<file path="src/shared/timer8_pkg.sv">
// Constants for the 8-bit timer with one compare channel
// How it works
// - Writing one to force_compare_strobe in non-PWM modes forces a compare match.
// - A forced match sets no flag, requests no interrupt, never clears counter.
// - force_compare_strobe always reads back as zero.
// - wave_mode_sel picks normal, phase-correct, clear-on-match or fast PWM, and top.
// - Compare update timing and overflow flag point depend on the wave mode.
// - Nonzero compare_out_action routes the compare output to the pin.
// - Non-PWM actions: disconnect, toggle, clear or set on match.
// - Fast PWM actions: disconnect, reserved, clear/set on match, opposite at bottom.
// - Fast PWM, compare equals top, upper bit set: match ignored, bottom action kept.
// - Phase-correct actions: clear/set on up match, opposite on down match.
// - Phase-correct, compare equals top, upper bit set: act at top instead.
// - clock_source_sel: stop, divide 1/8/64/256/1024, external falling or rising.
// - External edges count even when the count pin is an output.
// - Counter is read/write; a write blocks the compare match next tick.
// - Compare value checked against counter every tick; match drives flag and wave.
// - Compare interrupt needs enable, global enable and compare flag.
// - Overflow interrupt needs enable, global enable and overflow flag.
// - Compare flag set on match, cleared by vector entry or writing one.
// - Overflow flag set on overflow, cleared by vector entry or writing one.
// - Phase-correct sets the overflow flag on reversing at zero.
// - Fast PWM counts zero to max and restarts from zero.
// - Phase-correct counts up then down, holding max one tick.
package timer8_pkg;
  localparam logic [3:0] ADDR_CONTROL_A = 4'h0;
  localparam logic [3:0] ADDR_COUNT = 4'h4;
  localparam logic [3:0] ADDR_COMPARE_A = 4'h8;
  localparam logic [3:0] ADDR_IRQ_MASK = 4'hc;
  localparam logic [3:0] ADDR_IRQ_FLAGS = 4'h0 + 4'h0;
  localparam logic [7:0] ADDR_FLAGS_BYTE = 8'h10;
  localparam int BIT_FORCE = 7;
  localparam int BIT_WAVE_HIGH = 6;
  localparam int BIT_ACTION_HI = 5;
  localparam int BIT_ACTION_LO = 4;
  localparam int BIT_WAVE_LOW = 3;
  localparam int BIT_CS_HI = 2;
  localparam int BIT_COMPARE = 1;
  localparam int BIT_OVERFLOW = 0;
  localparam logic [7:0] RESET_VALUE = 8'h00;
  localparam logic [7:0] COUNT_MAX = 8'hff;
  localparam logic [7:0] COUNT_BOTTOM = 8'h00;
  localparam logic [9:0] DIV_8 = 10'h007;
  localparam logic [9:0] DIV_64 = 10'h03f;
  localparam logic [9:0] DIV_256 = 10'h0ff;
  localparam logic [9:0] DIV_1024 = 10'h3ff;
  localparam logic [1:0] MODE_NORMAL = 2'h0;
  localparam logic [1:0] MODE_PHASE = 2'h1;
  localparam logic [1:0] MODE_CLEAR = 2'h2;
  localparam logic [1:0] MODE_FAST = 2'h3;
endpackage

</file>
<file path="src/hdl/timer8_wave_unit_regs.sv">
// Timer core, register slave on classic Wishbone and waveform output
//
// Added by the designer: the Wishbone register port and the address map.
`timescale 1ns/1ps
module timer8_wave_unit_regs
  import timer8_pkg::*;
(
  input wire logic clk_i, // 100 MHz clock
  input wire logic rst_i, // Synchronous reset, active high
  input wire logic cyc_i, // Wishbone cycle
  input wire logic stb_i, // Wishbone strobe
  input wire logic we_i, // Wishbone write enable
  input wire logic [7:0] adr_i, // Byte address
  input wire logic [3:0] sel_i, // Byte selects
  input wire logic [31:0] dat_i, // Write data
  output logic [31:0] dat_o, // Read data
  output logic ack_o, // Wishbone acknowledge
  input wire logic global_irq_enable_i, // Processor global enable
  input wire logic compare_irq_ack_i, // Compare vector entered
  input wire logic overflow_irq_ack_i, // Overflow vector entered
  input wire logic ext_count_pin_i, // External count pin, async
  input wire logic compare_out_dir_i, // Port direction bit for the pin
  output logic compare_irq_o, // Compare interrupt request
  output logic overflow_irq_o, // Overflow interrupt request
  output logic compare_out_pin_o, // Compare output pin value
  output logic compare_out_pin_oe_n_o, // Low while pin is driven
  output logic compare_out_override_o // Pin taken from port logic
);
  logic [7:0] control;
  logic [7:0] count;
  logic [7:0] compare;
  logic [7:0] compare_buf;
  logic [1:0] mask;
  logic [1:0] flags;
  logic counting_down;
  logic wave;
  logic block_match;
  logic [9:0] prescale;
  logic [2:0] ext_sync;
  logic ext_prev;
  logic ack;
  logic [31:0] rdata;
  logic [7:0] next_control;
  logic [7:0] next_count;
  logic [7:0] next_compare;
  logic [7:0] next_compare_buf;
  logic [1:0] next_mask;
  logic [1:0] next_flags;
  logic next_counting_down;
  logic next_wave;
  logic next_block_match;
  logic [9:0] next_prescale;
  logic [2:0] next_ext_sync;
  logic next_ext_prev;
  logic next_ack;
  logic [31:0] next_rdata;

  logic [1:0] mode;
  logic [1:0] action;
  logic [2:0] clk_sel;
  logic tick;
  logic ext_level;
  logic match;
  logic wr_req;
  logic rd_req;
  logic lane0;
  logic force_hit;

  // Word-aligned register decode
  function automatic logic hit(input logic [7:0] a, input logic [7:0] r);
    hit = (a[7:2] == r[7:2]);
  endfunction

  // Non-PWM reaction of the wave bit to a real or forced match
  function automatic logic act_on_match(input logic [1:0] act,
    input logic cur);
    case (act)
      2'h1: act_on_match = ~cur;
      2'h2: act_on_match = 1'b0;
      2'h3: act_on_match = 1'b1;
      default: act_on_match = cur;
    endcase
  endfunction

  assign mode = {control[BIT_WAVE_HIGH], control[BIT_WAVE_LOW]};
  assign action = control[BIT_ACTION_HI:BIT_ACTION_LO];
  assign clk_sel = control[BIT_CS_HI:0];
  assign wr_req = cyc_i & stb_i & we_i & ~ack;
  assign rd_req = cyc_i & stb_i & ~we_i & ~ack;
  assign lane0 = sel_i[0];
  // Stage 2 and 3 must agree before an edge is believed
  assign ext_level = (ext_sync[2] == ext_sync[1]) ? ext_sync[1] : ext_prev;
  // Compare logic sees the active (possibly buffered) value
  assign match = (count == compare_buf);
  assign force_hit = wr_req & lane0 & hit(adr_i, {4'h0, ADDR_CONTROL_A})
    & dat_i[BIT_FORCE] & ~mode[0];

  always_comb
  begin
    unique case (clk_sel)
      3'h0: tick = 1'b0;
      3'h1: tick = 1'b1;
      3'h2: tick = ((prescale & DIV_8) == DIV_8);
      3'h3: tick = ((prescale & DIV_64) == DIV_64);
      3'h4: tick = ((prescale & DIV_256) == DIV_256);
      3'h5: tick = (prescale == DIV_1024);
      3'h6: tick = ext_prev & ~ext_level;
      3'h7: tick = ~ext_prev & ext_level;
      default: tick = 1'b0;
    endcase
  end

  // Prescaler and pin synchroniser run whatever the clock selection
  always_comb
  begin
    next_prescale = prescale + 10'h001;
    next_ext_sync = {ext_sync[1:0], ext_count_pin_i};
    next_ext_prev = ext_level;
  end

  always_ff @(posedge clk_i)
  begin
    if (rst_i)
    begin
      prescale <= 10'h000;
      ext_sync <= 3'h0;
      ext_prev <= 1'b0;
    end
    else
    begin
      prescale <= next_prescale;
      ext_sync <= next_ext_sync;
      ext_prev <= next_ext_prev;
    end
  end

  always_comb
  begin
    logic eff_match;
    logic top_hit;
    logic at_top;
    logic [7:0] top;
    // Flags raised by the counter this cycle; a clear write cannot undo them
    logic [1:0] hw_set;
    hw_set = 2'h0;
    eff_match = 1'b0;
    top_hit = 1'b0;
    at_top = 1'b0;
    top = COUNT_MAX;
    next_control = control;
    next_count = count;
    next_compare = compare;
    next_compare_buf = compare_buf;
    next_mask = mask;
    next_flags = flags;
    next_counting_down = counting_down;
    next_wave = wave;
    next_block_match = block_match;
    if (mode == MODE_CLEAR)
    begin
      top = compare_buf;
    end
    if (tick)
    begin
      // A software counter write blocks the match of the next tick after it
      eff_match = match & ~block_match;
      next_block_match = 1'b0;
      top_hit = (compare_buf == COUNT_MAX) & action[1];
      case (mode)
        MODE_NORMAL, MODE_CLEAR:
        begin
          next_count = (count == top) ? COUNT_BOTTOM : count + 8'h01;
          if (count == COUNT_MAX)
          begin
            hw_set[BIT_OVERFLOW] = 1'b1;
          end
          if (eff_match)
          begin
            next_wave = act_on_match(action, wave);
          end
        end
        MODE_FAST:
        begin
          next_count = count + 8'h01;
          if (count == COUNT_MAX)
          begin
            hw_set[BIT_OVERFLOW] = 1'b1;
            next_compare_buf = compare;
            if (action[1])
            begin
              next_wave = ~action[0];
            end
          end
          else if (eff_match && !top_hit && action[1])
          begin
            next_wave = action[0];
          end
        end
        MODE_PHASE:
        begin
          at_top = (count == COUNT_MAX);
          if (!counting_down)
          begin
            if (at_top)
            begin
              next_counting_down = 1'b1;
              next_count = count - 8'h01;
              next_compare_buf = compare;
            end
            else
            begin
              next_count = count + 8'h01;
            end
          end
          else if (count == COUNT_BOTTOM)
          begin
            next_counting_down = 1'b0;
            next_count = count + 8'h01;
            hw_set[BIT_OVERFLOW] = 1'b1;
          end
          else
          begin
            next_count = count - 8'h01;
          end
          if (action[1])
          begin
            if (top_hit && at_top)
            begin
              // At top the pin takes the down-count result, keeping symmetry
              next_wave = ~action[0];
            end
            else if (eff_match && !top_hit)
            begin
              next_wave = counting_down ? ~action[0] : action[0];
            end
          end
        end
        default: next_count = count;
      endcase
      if (eff_match)
      begin
        hw_set[BIT_COMPARE] = 1'b1;
      end
      next_flags = next_flags | hw_set;
    end
    if (mode == MODE_NORMAL || mode == MODE_CLEAR)
    begin
      next_compare_buf = next_compare;
    end
    if (force_hit)
    begin
      // Wave change only: no flag, no counter clear
      next_wave = act_on_match(action, wave);
    end
    if (compare_irq_ack_i)
    begin
      next_flags[BIT_COMPARE] = 1'b0;
    end
    if (overflow_irq_ack_i)
    begin
      next_flags[BIT_OVERFLOW] = 1'b0;
    end
    if (wr_req && lane0)
    begin
      if (hit(adr_i, {4'h0, ADDR_CONTROL_A}))
      begin
        next_control = {1'b0, dat_i[6:0]};
      end
      if (hit(adr_i, {4'h0, ADDR_COUNT}))
      begin
        next_count = dat_i[7:0];
        next_block_match = 1'b1;
      end
      if (hit(adr_i, {4'h0, ADDR_COMPARE_A}))
      begin
        next_compare = dat_i[7:0];
        if (mode == MODE_NORMAL || mode == MODE_CLEAR)
        begin
          next_compare_buf = dat_i[7:0];
        end
      end
      if (hit(adr_i, {4'h0, ADDR_IRQ_MASK}))
      begin
        next_mask = dat_i[1:0];
      end
      if (hit(adr_i, ADDR_FLAGS_BYTE))
      begin
        // A flag set by hardware in this cycle survives the clear
        next_flags = next_flags & ~(dat_i[1:0] & ~hw_set);
      end
    end
  end

  // Bus answer: one registered ack per request, read data beside it
  always_comb
  begin
    next_ack = cyc_i & stb_i & ~ack;
    next_rdata = rdata;
    // Unmapped addresses read as zero but are still acknowledged
    if (rd_req)
    begin
      next_rdata = 32'h0000_0000;
      if (hit(adr_i, {4'h0, ADDR_CONTROL_A}))
      begin
        next_rdata[7:0] = control & 8'h7f;
      end
      else if (hit(adr_i, {4'h0, ADDR_COUNT}))
      begin
        next_rdata[7:0] = count;
      end
      else if (hit(adr_i, {4'h0, ADDR_COMPARE_A}))
      begin
        next_rdata[7:0] = compare;
      end
      else if (hit(adr_i, {4'h0, ADDR_IRQ_MASK}))
      begin
        next_rdata[1:0] = mask;
      end
      else if (hit(adr_i, ADDR_FLAGS_BYTE))
      begin
        next_rdata[1:0] = flags;
      end
    end
  end

  always_ff @(posedge clk_i)
  begin
    if (rst_i)
    begin
      control <= RESET_VALUE;
      count <= RESET_VALUE;
      compare <= RESET_VALUE;
      compare_buf <= RESET_VALUE;
      mask <= 2'h0;
      flags <= 2'h0;
      counting_down <= 1'b0;
      wave <= 1'b0;
      block_match <= 1'b0;
    end
    else
    begin
      control <= next_control;
      count <= next_count;
      compare <= next_compare;
      compare_buf <= next_compare_buf;
      mask <= next_mask;
      flags <= next_flags;
      counting_down <= next_counting_down;
      wave <= next_wave;
      block_match <= next_block_match;
    end
  end

  // Ack falls by itself next cycle; a request still held then is acknowledged again
  always_ff @(posedge clk_i)
  begin
    if (rst_i)
    begin
      ack <= 1'b0;
      rdata <= 32'h0000_0000;
    end
    else
    begin
      ack <= next_ack;
      rdata <= next_rdata;
    end
  end

  assign ack_o = ack;
  assign dat_o = rdata;
  assign compare_irq_o = mask[BIT_COMPARE] & global_irq_enable_i
    & flags[BIT_COMPARE];
  assign overflow_irq_o = mask[BIT_OVERFLOW] & global_irq_enable_i
    & flags[BIT_OVERFLOW];
  assign compare_out_override_o = (action != 2'h0);
  assign compare_out_pin_o = wave;
  assign compare_out_pin_oe_n_o = ~((action != 2'h0) & compare_out_dir_i);
endmodule

</file>
<file path="config.mk">
export PLATFORM = sky130hd
export DESIGN_NAME = timer8_wave_unit_regs
export DESIGN_NICKNAME = d
export VERILOG_FILES = /design/src/shared/timer8_pkg.sv /design/src/hdl/timer8_wave_unit_regs.sv
export SDC_FILE = /design/constraint.sdc
export NUM_CORES = 1
export LEC_CHECK = 0
export ABC_CLOCK_PERIOD_IN_PS = 3110
export BUFFER_PORTS_ARGS = -buffer_cell sky130_fd_sc_hd__buf_4
export CELL_PAD_IN_SITES_DETAIL_PLACEMENT = 1
export CELL_PAD_IN_SITES_GLOBAL_PLACEMENT = 1
export CORE_MARGIN = 4
export CORE_UTILIZATION = 40
export CTS_BUF_LIST = sky130_fd_sc_hd__clkbuf_8
export DETAILED_ROUTE_END_ITERATION = 8
export HOLD_SLACK_MARGIN = 0.02
export PLACE_DENSITY_LB_ADDON = 0.15
export SLEW_MARGIN = 20
export SYNTH_ARGS = -nofsm -noshare
export SYNTH_HDL_FRONTEND = slang
export SYNTH_SLANG_ARGS = --single-unit
export TNS_END_PERCENT = 50
</file>
<file path="constraint.sdc">
create_clock -name clk_i -period 3.11 [get_ports clk_i]
set_input_delay 0.7775 -clock clk_i [delete_from_list [all_inputs] [get_ports clk_i]]
set_output_delay 0.7775 -clock clk_i [all_outputs]
set_load 0.005 [all_outputs]
</file>
==> flow_summary.ini <==
[run_status]
status = complete, no violations

[clocking]
htreeDepth = 3
cts-resized-gates = 0
ctsHoldBuffers = 0
cts.clk_slew.worst_paths_ps = 70
cts-root-buf = clkbuf_8
cts_buffer_depth = 2
clk_latency_ps = 350
post-cts-setup-buffers = 0
cts_tree = built
numClockSinks = 61
numCtsBuffers = 9

[flow_run]
drv_cap = 0

[route]
drc = 0
drt_iter0_drc = 157
postRouteAntennaNets = 0
drt_pass1_iterations = 4
vias_per_cell = 5.64
routed_wirelength_um = 10400
via_count = 3288
avgRoutedWirePerCell_um = 17.9

[layout]
nFillCells = 1087
post-route-util = 0.467
final_common_cell = dfxtp_1
regArea_mm2 = 0.00122
syn2layout_area_growth_pct = 13.2
multiInputGateArea_mm2 = 0.00214
diodes = 0
fin_nets = 530
most-common-layout-cells = dfxtp_1 (61), nor2_1 (58), buf_4 (46)
drive_gt1_frac = 0.145

[sta]
worstMarginPinSlew_ps = 689
period_share = 0.857
final.setup.tns_ps = 0
hold_slack_ps = 437
fin_crit_ps = 2670
setup_ws_ps = 444
drv_slew = 0
setup_viol = 0
rsz0062_at_grt = no
max_freq_ghz = 0.375
slew_headroom = 0.541
finalHoldViolCount = 0
skew_ps = 15.3

[floorplanning]
die_w_um = 103
die-area_mm2 = 0.0106
rows = 34
core_mm2 = 0.00872
start_util = 0.413
fp.dieH_um = 103
ios = 92

[min_path]
hp-start = ext_sync[0]
hp-class = flip-flop to flip-flop

[power]
power_frac_comb = 0.062
p_sw_frac = 0.250
p_switching_w = 0.000413
seq_power_share = 0.484
p_total_w = 0.00165
ir_drop_mv = 0.251
leakage_nw = 1.64
pwr-share-clk = 0.454
power_density_mw_per_mm2 = 404
p_int_w = 0.00123

[placed_design]
post-dp-hpwl_um = 7460
dp_slack_ps = 261
gp_congestion = 0.795
io_buffers = 38

[synth]
synth_area_mm2 = 0.00360
yosysWarnings = 0
synthCells = 442
ys_async_sr_fraction = 0
synthDistinctLibCells = 56
synth-edff-count = 0
synth_flop_cell = dfxtp_1
ys_ff_latch = 61
avgSynthCellArea_um2 = 8.14
ys_seq_area_frac = 0.339

[worst_setup_path]
worstSetupPathType = flip-flop to flip-flop
r2r_start = count[0]
startpoint = count[0]
critical_path_required_ps = 3370
end_kind = flip-flop
worstPathMaxFanout = 12
arrival_ps = 2920
start_kind = flip-flop

[global_route]
grt_max_degree = 65
gr-total-overflow = 0
grt_pass1_wl_um = 17200
grt_pass1_vias = 3327
antenna_found_initial = 0
grt_usage = 0.207
==> worst paths after layout <==
kind,to,slack [ps],cells past startpoint
worst min-delay path,ext_sync[1],440,1
worst max-delay path,count[5],440,8
worst max register to register,count[5],440,8
worst min register to register,ext_sync[1],440,1
==> worst max-delay path: stages (launching register included) <==
cell and delay (ps):
dfxtp_1 570, inv_1 220, ha_1 260, nor4bb_1 150
a21boi_1 390, nand2_1 360, a21oi_1 230, o211ai_1 120
a311oi_1 270
==> power by group through the flow <==
stage | registers (W) | logic (W) | clock network (W)
2_1_floorplan | 0.000810 | 0.0000819 | 0
3_3_place_gp | 0.000815 | 0.0000988 | 0
3_5_place_dp | 0.000815 | 0.000101 | 0
4_1_cts | 0.000797 | 0.000101 | 0.000767
5_1_grt | 0.000798 | 0.000114 | 0.000809
6_report | 0.000797 | 0.000102 | 0.000748
==> registers in the layout, summed over array words and instances (netlist names) <==
signal / cells
counting_down: 1
ext_prev: 1
prescale: 10
dat_o: 8
count: 8
compare_buf: 8
flags: 2
mask: 2
compare: 8
control: 7
block_match: 1
compare_out_pin_o: 1
ext_sync: 3
ack_o: 1
==> area by class of cell <==
class | instances | area share
Clock inverter | 4 | 0.0117
Tap cell | 108 | 0.0331
Clock buffer | 11 | 0.0371
Inverter | 10 | 0.00921
Multi-Input combinational cell | 343 | 0.525
Sequential cell | 61 | 0.300
Timing Repair Buffer | 46 | 0.0847
==> cell families after synthesis <==
logic type / after synthesis / share of synthesized area
other cells: 1 / 0.00104
simple gates: 181 / 0.257
fa+ha+maj: 5 / 0.0174
xor+xnor: 13 / 0.0316
mux: 35 / 0.0973
flops: 61 / 0.339
compound gates: 85 / 0.166
buf+inv: 61 / 0.0907
==> metal layers <==
metal / track usage / vias up / wire [um]
met5: 0 / - / 0
met4: 0.0568 / 0 / 107
met3: 0.0359 / 10 / 465
met2: 0.333 / 73 / 5030
met1: 0.286 / 1599 / 4830
li1: - / 1606 / -
==> per-stage QoR <==
step / instance area, um^2 / instances
2_1_floorplan: 3690 / 465
3_3_place_gp: 3880 / 568
3_5_place_dp: 3880 / 568
4_1_cts: 4080 / 583
5_1_grt: 4080 / 583
6_report: 4080 / 583
==> cell usage after synthesis (6+ instances only) <==
cell type	count	area, um^2
a211oi_1	9	67.6
a21oi_1	15	75.1
a22oi_1	7	52.6
a311oi_1	6	52.6
buf_4	24	180
clkbuf_1	21	78.8
dfxtp_1	61	1220
inv_1	10	37.5
mux2i_1	35	350
nand2_1	23	86.3
nand2b_1	8	50.1
nand3_1	21	105
nand4_1	9	56.3
nor2_1	58	218
nor2b_1	19	119
nor3_1	14	70.1
o21ai_0	12	60.1
xnor2_1	7	61.3
xor2_1	6	52.6
(Power assumes the default switching activity.)
